**src/pkg/wtb_pkg.sv**
```systemverilog
// Constants, types and structs for the wide timer byte-access front end.
// Assumes one 25 MHz system clock and a synchronous active-high reset.
package wtb_pkg;

  // ==========================================================================
  // Byte register selects on the 8-bit CPU port
  localparam logic [3:0] A_CNT_LO  = 4'h0;
  localparam logic [3:0] A_CNT_HI  = 4'h1;
  localparam logic [3:0] A_CMPA_LO = 4'h2;
  localparam logic [3:0] A_CMPA_HI = 4'h3;
  localparam logic [3:0] A_CMPB_LO = 4'h4;
  localparam logic [3:0] A_CMPB_HI = 4'h5;
  localparam logic [3:0] A_CAP_LO  = 4'h6;
  localparam logic [3:0] A_CAP_HI  = 4'h7;
  localparam logic [3:0] A_CTRL_A  = 4'h8;
  localparam logic [3:0] A_CTRL_B  = 4'h9;
  localparam logic [3:0] A_FLAG    = 4'hA;
  localparam logic [3:0] A_MASK    = 4'hB;

  // ==========================================================================
  // Limits and field positions
  localparam logic [15:0] CNT_BOTTOM = 16'h0000;
  localparam logic [15:0] CNT_MAX    = 16'hFFFF;
  localparam logic [15:0] TOP_8BIT   = 16'h00FF;
  localparam logic [15:0] TOP_9BIT   = 16'h01FF;
  localparam logic [15:0] TOP_10BIT  = 16'h03FF;
  localparam logic [7:0]  ZERO8      = 8'h00;
  localparam int F_OVF  = 0;
  localparam int F_CMPA = 1;
  localparam int F_CMPB = 2;
  localparam int F_CAP  = 3;
  localparam int MODE_LSB = 0;   // mode in control A bits 2:0
  localparam int CAP_EDGE = 6;   // control B bit 6: capture on rising
  localparam int CAP_SRC  = 5;   // control B bit 5: use comparator
  localparam int FILT_EN  = 7;   // control B bit 7: noise filter on
  localparam int FILT_LEN = 4;   // filter samples that must agree

  // ==========================================================================
  // Ceiling source, control A bits 2:0
  typedef enum logic [2:0] {
    WTB_TOP_MAX   = 3'h0,
    WTB_TOP_8     = 3'h1,
    WTB_TOP_9     = 3'h2,
    WTB_TOP_10    = 3'h3,
    WTB_TOP_CMPA  = 3'h4,
    WTB_TOP_CAP   = 3'h5,
    WTB_PWM_CMPA  = 3'h6,
    WTB_PWM_CAP   = 3'h7
  } wtb_mode_t;

  // Clock select, control B bits 2:0
  typedef enum logic [2:0] {
    WTB_CS_OFF  = 3'h0,
    WTB_CS_D1   = 3'h1,
    WTB_CS_D8   = 3'h2,
    WTB_CS_D64  = 3'h3,
    WTB_CS_D256 = 3'h4,
    WTB_CS_D1K  = 3'h5,
    WTB_CS_EXTF = 3'h6,
    WTB_CS_EXTR = 3'h7
  } wtb_cs_t;

  // CPU byte access
  typedef struct packed {
    logic       wr;
    logic       rd;
    logic [3:0] addr;
    logic [7:0] wdata;
  } wtb_bus_t;

  // Waveform-generator feed
  typedef struct packed {
    logic match_a;
    logic match_b;
    logic pwm_a_en;
    logic at_top;
    logic at_bottom;
  } wtb_cmp_t;

endpackage : wtb_pkg

```
**src/design/wtb_sync.sv**
```systemverilog
// Three-stage pin synchroniser with change acceptance on stages 2 and 3.
// Assumes the pin is asynchronous to clk.
`timescale 1ns/1ns
module wtb_sync import wtb_pkg::*; (
  input  wire logic clk,
  input  wire logic rst,
  input  wire logic pin,
  output logic      level
);
  typedef struct packed {
    logic s1;
    logic s2;
    logic s3;
    logic lv;
  } wtb_sync_t;

  wtb_sync_t st, next_st;

  always_comb begin
    next_st    = st;
    next_st.s1 = pin;
    next_st.s2 = st.s1;
    next_st.s3 = st.s2;
    if (st.s2 == st.s3) begin
      next_st.lv = st.s3;
    end
  end

  always_ff @(posedge clk) begin
    if (rst) begin
      st <= '0;
    end else begin
      st <= next_st;
    end
  end

  assign level = st.lv;
endmodule : wtb_sync

```
**src/design/wtb_prescale.sv**
```systemverilog
// Prescaler: one-cycle tick enables at clk/8, /64, /256 and /1024.
// Assumes run stays low while the timer is power gated.
`timescale 1ns/1ns
module wtb_prescale import wtb_pkg::*; (
  input  wire logic clk,
  input  wire logic rst,
  input  wire logic run,
  output logic      tick8,
  output logic      tick64,
  output logic      tick256,
  output logic      tick1k
);
  typedef struct packed {
    logic [9:0] cnt;
  } wtb_pre_t;

  wtb_pre_t st, next_st;

  always_comb begin
    next_st = st;
    if (run) begin
      next_st.cnt = st.cnt + 10'h001;
    end
  end

  always_ff @(posedge clk) begin
    if (rst) begin
      st <= '0;
    end else begin
      st <= next_st;
    end
  end

  assign tick8   = run && (st.cnt[2:0] == 3'h7);
  assign tick64  = run && (st.cnt[5:0] == 6'h3F);
  assign tick256 = run && (st.cnt[7:0] == 8'hFF);
  assign tick1k  = run && (st.cnt == 10'h3FF);
endmodule : wtb_prescale

```
**src/design/wtb_top.sv**
```systemverilog
// Wide timer front end: byte writes to 16-bit registers and counter and capture
// reads through one shared high-byte latch, tick selection, ceiling choice, compare and capture.
// Assumes an 8-bit CPU port on clk; pins are asynchronous.
`timescale 1ns/1ns
module wtb_top import wtb_pkg::*; (
  input  wire logic      clk,
  input  wire logic      rst,
  input  wtb_bus_t       bus,
  output logic [7:0]     rdata,
  input  wire logic      timer_power_gate,
  input  wire logic      external_tick_pin,
  input  wire logic      capture_pin,
  input  wire logic      comparator_out,
  output wtb_cmp_t       cmp,
  output logic [3:0]     timer_flag_reg,
  output logic           irq
);
  // ==========================================================================
  // State
  typedef struct packed {
    logic [15:0] count_value;
    logic [15:0] compare_value_a;
    logic [15:0] compare_value_b;
    logic [15:0] buf_a;
    logic [15:0] buf_b;
    logic [15:0] capture_value;
    logic [7:0]  hi_latch;
    logic [7:0]  timer_control_a;
    logic [7:0]  timer_control_b;
    logic [3:0]  flags;
    logic [3:0]  timer_mask_reg;
    logic [7:0]  rdata;
    logic        ext_prev;
    logic        cap_prev;
    logic [FILT_LEN-1:0] filt;
    logic        cap_clean;
  } wtb_state_t;

  wtb_state_t st, next_st;

  logic ext_lvl, cap_lvl, cmp_lvl;
  logic t8, t64, t256, t1k;
  logic run, tick, at_top, cap_evt, cap_raw, ext_edge;
  logic [15:0] top_val;
  wtb_mode_t mode;
  wtb_cs_t   cs;

  assign mode = wtb_mode_t'(st.timer_control_a[MODE_LSB +: 3]);
  assign cs   = wtb_cs_t'(st.timer_control_b[2:0]);
  assign run  = !timer_power_gate && (cs != WTB_CS_OFF);

  wtb_sync u_sync_ext (
    .clk   (clk),
    .rst   (rst),
    .pin   (external_tick_pin),
    .level (ext_lvl)
  );
  wtb_sync u_sync_cap (
    .clk   (clk),
    .rst   (rst),
    .pin   (capture_pin),
    .level (cap_lvl)
  );
  wtb_sync u_sync_cmp (
    .clk   (clk),
    .rst   (rst),
    .pin   (comparator_out),
    .level (cmp_lvl)
  );
  wtb_prescale u_pre (
    .clk     (clk),
    .rst     (rst),
    .run     (run),
    .tick8   (t8),
    .tick64  (t64),
    .tick256 (t256),
    .tick1k  (t1k)
  );

  // ==========================================================================
  // Tick select
  always_comb begin
    ext_edge = 1'b0;
    case (cs)
      WTB_CS_OFF:  tick = 1'b0;
      WTB_CS_D1:   tick = 1'b1;
      WTB_CS_D8:   tick = t8;
      WTB_CS_D64:  tick = t64;
      WTB_CS_D256: tick = t256;
      WTB_CS_D1K:  tick = t1k;
      WTB_CS_EXTF: begin
        ext_edge = st.ext_prev && !ext_lvl;
        tick     = ext_edge;
      end
      WTB_CS_EXTR: begin
        ext_edge = !st.ext_prev && ext_lvl;
        tick     = ext_edge;
      end
      default:     tick = 1'b0;
    endcase
    tick = tick && !timer_power_gate;
  end

  // ==========================================================================
  // Ceiling choice
  always_comb begin
    case (mode)
      WTB_TOP_MAX:  top_val = CNT_MAX;
      WTB_TOP_8:    top_val = TOP_8BIT;
      WTB_TOP_9:    top_val = TOP_9BIT;
      WTB_TOP_10:   top_val = TOP_10BIT;
      WTB_TOP_CMPA: top_val = st.compare_value_a;
      WTB_PWM_CMPA: top_val = st.compare_value_a;
      WTB_TOP_CAP:  top_val = st.capture_value;
      WTB_PWM_CAP:  top_val = st.capture_value;
      default:      top_val = CNT_MAX;
    endcase
  end
  assign at_top = (st.count_value == top_val);

  // ==========================================================================
  // Capture source, filter and edge
  assign cap_raw = st.timer_control_b[CAP_SRC] ? cmp_lvl : cap_lvl;
  always_comb begin
    cap_evt = 1'b0;
    if (st.timer_control_b[CAP_EDGE]) begin
      cap_evt = !st.cap_prev && st.cap_clean;
    end else begin
      cap_evt = st.cap_prev && !st.cap_clean;
    end
  end

  // ==========================================================================
  // Next state
  always_comb begin
    logic [3:0] set_f;
    logic       reload;
    set_f  = 4'h0;
    reload = 1'b0;
    next_st = st;
    next_st.ext_prev = ext_lvl;
    next_st.cap_prev = st.cap_clean;
    next_st.filt = {st.filt[FILT_LEN-2:0], cap_raw};
    if (!st.timer_control_b[FILT_EN]) begin
      next_st.cap_clean = cap_raw;
    end else if (&next_st.filt) begin
      next_st.cap_clean = 1'b1;
    end else if (~|next_st.filt) begin
      next_st.cap_clean = 1'b0;
    end

    // Counting advances only on ticks
    if (tick) begin
      if (at_top) begin
        next_st.count_value = CNT_BOTTOM;
        reload = 1'b1;
      end else begin
        next_st.count_value = st.count_value + 16'h0001;
      end
      if (at_top && (mode == WTB_TOP_MAX || mode[2] == 1'b0)) begin
        set_f[F_OVF] = 1'b1;
      end
      if (at_top && mode[2]) begin
        set_f[F_OVF] = 1'b1;
      end
    end
    if (st.count_value == st.compare_value_a && tick) begin
      set_f[F_CMPA] = 1'b1;
    end
    if (st.count_value == st.compare_value_b && tick) begin
      set_f[F_CMPB] = 1'b1;
    end
    // Buffered compare values take effect at the ceiling when mode bit 1 is set, else every cycle
    if (reload || !mode[1]) begin
      next_st.compare_value_a = st.buf_a;
      next_st.compare_value_b = st.buf_b;
    end
    if (cap_evt && mode != WTB_TOP_CAP && mode != WTB_PWM_CAP) begin
      next_st.capture_value = st.count_value;
      set_f[F_CAP] = 1'b1;
    end

    // CPU port
    next_st.rdata = ZERO8;
    if (bus.rd) begin
      case (bus.addr)
        A_CNT_LO: begin
          next_st.rdata    = st.count_value[7:0];
          next_st.hi_latch = st.count_value[15:8];
        end
        A_CAP_LO: begin
          next_st.rdata    = st.capture_value[7:0];
          next_st.hi_latch = st.capture_value[15:8];
        end
        A_CNT_HI:  next_st.rdata = st.hi_latch;
        A_CAP_HI:  next_st.rdata = st.hi_latch;
        A_CMPA_LO: next_st.rdata = st.buf_a[7:0];
        A_CMPA_HI: next_st.rdata = st.buf_a[15:8];
        A_CMPB_LO: next_st.rdata = st.buf_b[7:0];
        A_CMPB_HI: next_st.rdata = st.buf_b[15:8];
        A_CTRL_A:  next_st.rdata = st.timer_control_a;
        A_CTRL_B:  next_st.rdata = st.timer_control_b;
        A_FLAG:    next_st.rdata = {4'h0, st.flags};
        A_MASK:    next_st.rdata = {4'h0, st.timer_mask_reg};
        default:   next_st.rdata = ZERO8;
      endcase
    end
    if (bus.wr) begin
      case (bus.addr)
        A_CNT_HI, A_CMPA_HI, A_CMPB_HI, A_CAP_HI:
          next_st.hi_latch = bus.wdata;
        A_CNT_LO:
          next_st.count_value = {st.hi_latch, bus.wdata};
        A_CMPA_LO: next_st.buf_a = {st.hi_latch, bus.wdata};
        A_CMPB_LO: next_st.buf_b = {st.hi_latch, bus.wdata};
        A_CAP_LO: begin
          if (mode == WTB_TOP_CAP || mode == WTB_PWM_CAP) begin
            next_st.capture_value = {st.hi_latch, bus.wdata};
          end
        end
        A_CTRL_A:  next_st.timer_control_a = bus.wdata;
        A_CTRL_B:  next_st.timer_control_b = bus.wdata;
        A_MASK:    next_st.timer_mask_reg = bus.wdata[3:0];
        default: ;
      endcase
    end
    // Write-one clears; a same-cycle event wins
    if (bus.wr && bus.addr == A_FLAG) begin
      next_st.flags = (st.flags & ~bus.wdata[3:0]) | set_f;
    end else begin
      next_st.flags = st.flags | set_f;
    end
  end

  always_ff @(posedge clk) begin
    if (rst) begin
      st <= '0;
    end else begin
      st <= next_st;
    end
  end

  // ==========================================================================
  // Outputs
  assign rdata          = st.rdata;
  assign timer_flag_reg = st.flags;
  assign irq            = |(st.flags & st.timer_mask_reg);
  always_comb begin
    cmp.match_a   = (st.count_value == st.compare_value_a);
    cmp.match_b   = (st.count_value == st.compare_value_b);
    cmp.pwm_a_en  = (mode != WTB_PWM_CMPA);
    cmp.at_top    = at_top;
    cmp.at_bottom = (st.count_value == CNT_BOTTOM);
  end

  // ==========================================================================
  // Assertions
  a_low_write_load: assert property (@(posedge clk) disable iff (rst)
    bus.wr && bus.addr == A_CNT_LO |=>
      st.count_value == {$past(st.hi_latch), $past(bus.wdata)})
    else $error("counter low write did not load both bytes");
  a_low_read_latch: assert property (@(posedge clk) disable iff (rst)
    bus.rd && bus.addr == A_CNT_LO && !bus.wr |=>
      st.hi_latch == $past(st.count_value[15:8]) &&
      rdata == $past(st.count_value[7:0]))
    else $error("low read did not latch upper byte");
  a_cmp_read_clean: assert property (@(posedge clk) disable iff (rst)
    bus.rd && bus.addr == A_CMPA_HI && !bus.wr |=>
      $stable(st.hi_latch) && rdata == $past(st.buf_a[15:8]))
    else $error("compare read used the latch");
  a_idle_hold: assert property (@(posedge clk) disable iff (rst)
    cs == WTB_CS_OFF && !bus.wr |=> $stable(st.count_value))
    else $error("counter moved with no source");
  a_bottom_flag: assert property (@(posedge clk) disable iff (rst)
    tick && at_top && !bus.wr |=> cmp.at_bottom)
    else $error("no return to bottom after ceiling");
  a_max_wrap: assert property (@(posedge clk) disable iff (rst)
    mode == WTB_TOP_MAX && st.count_value == CNT_MAX && tick && !bus.wr
      |=> st.count_value == CNT_BOTTOM && st.flags[F_OVF])
    else $error("no wrap at maximum");
  a_match_flag: assert property (@(posedge clk) disable iff (rst)
    tick && cmp.match_b |=> st.flags[F_CMPB])
    else $error("match B flag not set");
  a_cap_same: assert property (@(posedge clk) disable iff (rst)
    $changed(st.capture_value) && !$past(bus.wr) |-> st.flags[F_CAP])
    else $error("capture flag late");
  a_flag_clear: assert property (@(posedge clk) disable iff (rst)
    bus.wr && bus.addr == A_FLAG && bus.wdata[F_CMPB] && !tick
      |=> !st.flags[F_CMPB])
    else $error("flag not cleared by writing one");
  a_pwm_a_off: assert property (@(posedge clk) disable iff (rst)
    mode == WTB_PWM_CMPA |-> !cmp.pwm_a_en)
    else $error("channel A modulated at ceiling");
  a_ctrl_rw: assert property (@(posedge clk) disable iff (rst)
    bus.wr && bus.addr == A_CTRL_B ##1 !bus.wr ##1 bus.rd
      && bus.addr == A_CTRL_B && !bus.wr |=> rdata == $past(bus.wdata, 3))
    else $error("control readback wrong");
endmodule : wtb_top

```
**config.mk**
```make
export PLATFORM = sky130hd
export DESIGN_NAME = wtb_top
export DESIGN_NICKNAME = d
export VERILOG_FILES = /design/src/pkg/wtb_pkg.sv /design/src/design/wtb_sync.sv /design/src/design/wtb_prescale.sv /design/src/design/wtb_top.sv
export SDC_FILE = /design/constraint.sdc
export NUM_CORES = 1
export LEC_CHECK = 0
export ABC_CLOCK_PERIOD_IN_PS = 4900
export BUFFER_PORTS_ARGS = -buffer_cell sky130_fd_sc_hd__buf_2
export CAP_MARGIN = 20
export CELL_PAD_IN_SITES_DETAIL_PLACEMENT = 1
export CELL_PAD_IN_SITES_GLOBAL_PLACEMENT = 1
export CORE_ASPECT_RATIO = 0.8
export CORE_MARGIN = 4
export CORE_UTILIZATION = 50
export CTS_BUF_LIST = sky130_fd_sc_hd__clkbuf_4
export CTS_CLUSTER_DIAMETER = 100
export DETAILED_ROUTE_END_ITERATION = 10
export PLACE_DENSITY_LB_ADDON = 0.1
export SLEW_MARGIN = 10
export SYNTH_ARGS = -nofsm -noshare
export SYNTH_HDL_FRONTEND = slang
export SYNTH_HIERARCHICAL = 1
export SYNTH_SLANG_ARGS = --single-unit
export TNS_END_PERCENT = 20
```
**constraint.sdc**
```tcl
create_clock -name clk -period 4.9 [get_ports clk]
set_input_delay 0.245 -clock clk [delete_from_list [all_inputs] [get_ports clk]]
set_output_delay 0.245 -clock clk [all_outputs]
set_load 0.1 [all_outputs]
```
==> impl_metrics.ini, run 1 <==
[outcome]
status = finished, final reports clean

[global_route]
grt_use_total_pct = 31.0
grt_pass1_vias = 7608
overflow = 0
grt_pass1_wl_um = 45900
antenna_found_initial = 0
grt_max_degree = 88

[yosys]
synth_ff_type = dfxtp_1
synth_area_leaders = dfxtp_1 (38%), mux2i_1 (9.6%), xnor2_1 (5.7%)
synth_nets = 1034
ys_ff_latch = 164
netlist_area_um2 = 8560
netlist_instances = 1010
synth_top_area_share_pct = 38.4
yosysWarnings = 6
synth_area_leader_cell = dfxtp_1
ys_seq_area_share_pct = 38.4
synth_area_per_cell_um2 = 8.47
synthArstFlopShare_pct = 0
synth_edf_count = 0
yosysUniqueCellTypes = 64

[floorplanning]
die_x_um = 154
start_util_pct = 51.4
die_y_um = 125
core_um2 = 16700
dieArea_um2 = 19300
rows = 42
ios = 38

[clock_network]
clock_tree.buffer_depth = 2
clkTransAtPathRegs_ns = 0.16
cts_setup_buffers = 0
cts.sinks = 164
clk_latency_ns = 0.61
cts-buffers-inserted = 17
cts_tree = built
cts.htree.levels = 4
root_buffer = clkbuf_4

[placed_design]
hpwl_um = 21300
port_buffers = 37
gp_congestion = 0.983
dpl_cell_area_um2 = 8650

[worst_setup_path]
critPathCaptureType = output port
cp_slowest_stage_delay_ns = 0.95
cp.buffers_inverters = 1
rr_worst_depth = 9
ff2ff_setup_slack_ns = 1.46
cp_slowest_cell = dfxtp_1
path_class = flop to output port
crit_chain = mux2i_1 -> and3_1 -> a211oi_1 -> nor3b_1 -> nand4_1 -> nor2_1 -> buf_2
timing.rr.start = cs[1]
cp.required_ns = 4.66
crit_family = flip-flops
crit_start = mode[0]
arrival_ns = 3.46
cp-start-kind = flop
rr_endpoint = st[138]
crit_fanout = 21

[timing]
worst_pin_slew_ns = 1.33
slew_headroom_pct = 10.7
max_freq_mhz = 270
hold_viol_final = 0
rsz0062_at_grt = no
setup_viol = 0
holdWs_ns = 0.0361
setup_tns_ns = 0
min_period_ns = 3.70
post-route-period-util_pct = 75.5
fin_skew_ns = 0.0256
drv_slew = 0

[layout]
layout.nets = 1013
layout_commonest_cell = dfxtp_1
syn2layout_area_growth_pct = 5.29
final_cell_mix = dfxtp_1 (164), nand2_1 (113), nor2_1 (87), mux2i_1 (82), nand2b_1 (68)
drive_above_1_share_pct = 9.58
largest_reg_flops = 120
num_antenna_cells = 0
design_area_um2 = 9010
top_register = st

[drt]
ant_nets = 0
route.detailed.drc = 0
drtPass1Iterations = 5
wl_um = 30200
vias = 7721
vias_per_cell = 6.32
wl_met3_um = 3010
wl_per_cell_um = 24.7
highest_layer = met4
drt-initial-drc-count = 900
wirelength_met1_um = 13000
met2_length_um = 13400

[min_path]
holdPathStages = 3
holdCritStartpoint = bus[1]
hold_path.class = input port to flop
hold_path_end = st[64]

[power_and_ir_drop]
power.leakage_nw = 2.99
peakVddDrop_uv = 161
power_w = 0.00242
p_per_area_nw_per_um2 = 268

[run]
maxCapViolations = 0
## what timing repair did
| action | in CTS | in global routing |
|---|---|---|
| hold endpoints to repair | 5 | 2 |
| resized for setup | 0 | 0 |
| hold buffers | 5 | 2 |
## report_power, final
part	internal (W)	switching (W)	leakage [nW]	total, W
Clock	0.000311	0.000517	0.140	0.000828
Sequential	0.00135	0.0000277	1.32	0.00138
Combinational	0.0000574	0.000157	1.53	0.000214
## Yosys cell counts (all sizes together) (6+ instances only)
master and number:
dfxtp 164, a21boi 6, nor3 14, buf 28, a22oi 21, a31oi 10
a221oi 6, a21oi 63, o21ai 30, a211oi 28, a22o 16, nand2 114
nand3 14, mux2 6, nor2 87, and3 14, nand4 19, xnor2 56
nor2b 24, nor4 9, inv 10, mux2i 83, clkbuf 65, nand2b 68
## worst reg2reg max path: cells and delay by family (launching register included)
kind	cells	cell delay, ns
AND/OR/NAND/NOR	4	1.17
flip-flops	1	0.47
AO/OA/AOI/OAI	3	1.20
multiplexers	2	0.46
## metrics by stage
| step | worst slack, ns | instances | util [%] |
|---|---|---|---|
| 2_1_floorplan | 0.447 | 1010 | - |
| 3_3_place_gp | 1.53 | 1181 | 51.8 |
| 3_5_place_dp | 1.47 | 1182 | 51.9 |
| 4_1_cts | 1.11 | 1219 | 53.9 |
| 5_1_grt | 0.933 | 1222 | 54.1 |
| 6_report | 1.20 | 1222 | 54.1 |
## per-layer routing
metal / GRT usage (%) / vias to the layer above
met5: 0 / -
met4: 10.8 / 0
met3: 8.70 / 58
met2: 46.9 / 378
met1: 42.7 / 3821
li1: - / 3464
## area by class of cell
class                           instances  area [um2]
Clock buffer                           19         143
Clock inverter                         13         133
Fill cell                            1988        7650
Inverter                               11        41.3
Multi-Input combinational cell        742        4790
Sequential cell                       164        3280
Tap cell                              220         275
Timing Repair Buffer                   53         345
## kinds of logic after synthesis
logic type	Yosys count	share of synthesized area, %
adder cells (fa/ha/maj)	4	0.585
flip-flops	164	38.4
buffers and inverters	104	5.86
AO/OA/AOI/OAI	200	15.4
XOR/XNOR	61	6.24
multiplexers	90	10.8
AND/OR/NAND/NOR	387	22.8
## worst max-delay path by stage
stage / to / slack (ns) / cells after the start
after detailed placement: st[139] / 1.47 / 9
after global placement: st[95] / 1.53 / 7
final: cmp[1] / 1.20 / 7
after floorplan: timer_flag_reg[1] / 0.45 / 6
after global routing: cmp[1] / 0.93 / 7
after CTS: cmp[1] / 1.11 / 7
(Power assumes the default switching activity.)
==> run 2: changes to the inputs <==
--- a/config.mk
+++ b/config.mk
@@ -5,14 +5,14 @@
 export SDC_FILE = /design/constraint.sdc
 export NUM_CORES = 1
 export LEC_CHECK = 0
-export ABC_CLOCK_PERIOD_IN_PS = 4900
+export ABC_CLOCK_PERIOD_IN_PS = 3550
 export BUFFER_PORTS_ARGS = -buffer_cell sky130_fd_sc_hd__buf_2
 export CAP_MARGIN = 20
 export CELL_PAD_IN_SITES_DETAIL_PLACEMENT = 1
 export CELL_PAD_IN_SITES_GLOBAL_PLACEMENT = 1
 export CORE_ASPECT_RATIO = 0.8
 export CORE_MARGIN = 4
-export CORE_UTILIZATION = 50
+export CORE_UTILIZATION = 49
 export CTS_BUF_LIST = sky130_fd_sc_hd__clkbuf_4
 export CTS_CLUSTER_DIAMETER = 100
 export DETAILED_ROUTE_END_ITERATION = 10
==> constraint.sdc (replaced) <==
create_clock -name clk -period 3.55 [get_ports clk]
set_input_delay 0.1775 -clock clk [delete_from_list [all_inputs] [get_ports clk]]
set_output_delay 0.1775 -clock clk [all_outputs]
set_load 0.1 [all_outputs]
==> run 2 against run 1 <==
  * Power grew 37%
  * Global-route usage decreased by 0.52 points
  * Die area grew 1.9%
  * Clock skew is 0.0019 ns higher
  * Critical path type unchanged
  * Setup slack worse by 0.97 ns
  * Worst hold slack gained 0.036 ns
  * Routed wire length is 2.2% lower
  * Cell count rose by 1.3%
==> impl_metrics.ini, run 2 (synthesized netlist as in run 1, its figures left out) <==
[floorplanning]
ios = 38
core_um2 = 16800
start_util_pct = 50.9
die_y_um = 126
dieArea_um2 = 19700
rows = 42
die_x_um = 156

[placed_design]
hpwl_um = 21200
gp_congestion = 0.933
port_buffers = 37
dp.cells = 1195

[power_and_ir_drop]
power.leakage_nw = 3.09
p_per_area_nw_per_um2 = 363
peakVddDrop_uv = 252
power_w = 0.00332

[timing]
holdWs_ns = 0.0723
worst_pin_slew_ns = 0.836
max_freq_mhz = 301
post-route-period-util_pct = 93.6
drv_slew = 0
rsz0062_at_grt = no
fin_skew_ns = 0.0275
setup_tns_ns = 0
setup_viol = 0
slew_headroom_pct = 44.2
min_period_ns = 3.32
hold_viol_final = 0

[layout]
drive_above_1_share_pct = 11.0
layout.nets = 1029
num_antenna_cells = 0
fillCellCount = 2022
final_cells = 1238
syn2layout_area_growth_pct = 6.89
final_cell_mix = dfxtp_1 (164), nand2_1 (113), nor2_1 (87), mux2i_1 (82), nand2b_1 (68)
multi_input_area_um2 = 4800
top_register = st
utilization_pct = 54.4
largest_reg_flops = 120
layout_commonest_cell = dfxtp_1
seq_area_um2 = 3280

[global_route]
antenna_found_initial = 0
grt_use_total_pct = 30.5
overflow = 0
grt_pass1_vias = 7453
grt_max_degree = 87
grt_pass1_wl_um = 45400

[worst_setup_path]
cp_slowest_cell = dfxtp_1
rr_worst_depth = 11
path_class = flop to output port
cp-start-kind = flop
cp_slowest_stage_delay_ns = 0.74
arrival_ns = 3.15
crit_fanout = 18
crit_family = flip-flops
cp.required_ns = 3.37
crit_chain = mux2i_1 -> a21oi_1 -> a211oi_1 -> nor3b_1 -> nand4_1 -> nor2_1 -> buf_2
cp_num_cells = 7
critPathCaptureType = output port
rr_endpoint = st[119]
cp.buffers_inverters = 1
ff2ff_setup_slack_ns = 0.61
timing.rr.start = cs[1]

[drt]
vias_per_cell = 6.11
vias = 7562
ant_nets = 0
wl_per_cell_um = 23.9
drtPass1Iterations = 5
wl_um = 29600
route.detailed.drc = 0
drt-initial-drc-count = 691

[clock_network]
cts.sinks = 164
root_buffer = clkbuf_4
cts.htree.levels = 4
clkTransAtPathRegs_ns = 0.15
clk_latency_ns = 0.61
cts.repair.resized = 0
clock_tree.buffer_depth = 2
cts_tree = built
cts-buffers-inserted = 17

[run]
maxCapViolations = 0

[min_path]
hold_path_end = st[35]
holdPathStages = 2
hold_path.class = input port to flop
holdCritStartpoint = rst

[outcome]
status = finished, final reports clean
[run 2: changes by cell type in the layout (fill, tap and decap cells not counted), sizes merged]
cell / delta
dlygate4sd3: +4
buf: +12
inv: +6
bufinv: -1
clkbuf: -2
clkinvlp: -3
[run 2: final cells by class]
cell class	count	share of cell area [%]
clock buffer	17	1.40
clock inverter	15	1.56
inverter	11	0.451
multi-input combinational	742	52.4
sequential	164	35.9
tap	220	3.01
timing repair buffer	69	5.25
[run 2: worst reg2reg max path, cell delays in order, from the launching register on]
cell       delay [ns]
dfxtp_1          0.48
nor3_1           0.08
nor2_1           0.15
nand4_2          0.19
nor3_2           0.26
mux4_2           0.27
mux2_2           0.20
o2111ai_1        0.24
nor4_4           0.48
nor2b_4          0.08
buf_12           0.20
mux2i_1          0.23
[run 2: report_power, final]
| part | total (W) | internal (W) | leakage (nW) | switching (W) |
|---|---|---|---|---|
| combinational | 0.000303 | 0.0000891 | 1.61 | 0.000213 |
| clock | 0.00112 | 0.000366 | 0.152 | 0.000751 |
| sequential | 0.00190 | 0.00186 | 1.32 | 0.0000359 |
| total | 0.00332 | 0.00232 | 3.09 | 0.00100 |
[run 2: worst max path at each step]
| stage | from | endpoint | slack (ns) |
|---|---|---|---|
| finish | mode[2] | cmp[1] | 0.23 |
| detailed placement | cs[1] | st[120] | 0.70 |
| floorplan | st[137] | timer_flag_reg[2] | -0.90 |
| global placement | cs[1] | st[105] | 0.79 |
| CTS | mode[2] | cmp[1] | 0.24 |
| global route | mode[2] | cmp[1] | 0.01 |
[run 2: layer usage]
layer	routed length (um)	share of wire, %	vias up	GRT usage, %
li1	-	-	3504	-
met1	13100	44	3693	41.9
met2	13100	44	298	46.1
met3	2570	8.7	67	8.40
met4	896	3.0	0	10.7
met5	0	0	-	0
[run 2: repair_timing]
item	4_1_cts	5_1_grt
buffers inserted	0	0
hold buffers	11	0
hold endpoints to repair	37	0
[run 2: through the flow]
stage,area (um2),worst slack (ns)
after global placement,8770,0.793
after CTS,9150,0.244
final,9150,0.227
after floorplan,8560,-0.895
after detailed placement,8770,0.696
after global routing,9150,0.0127
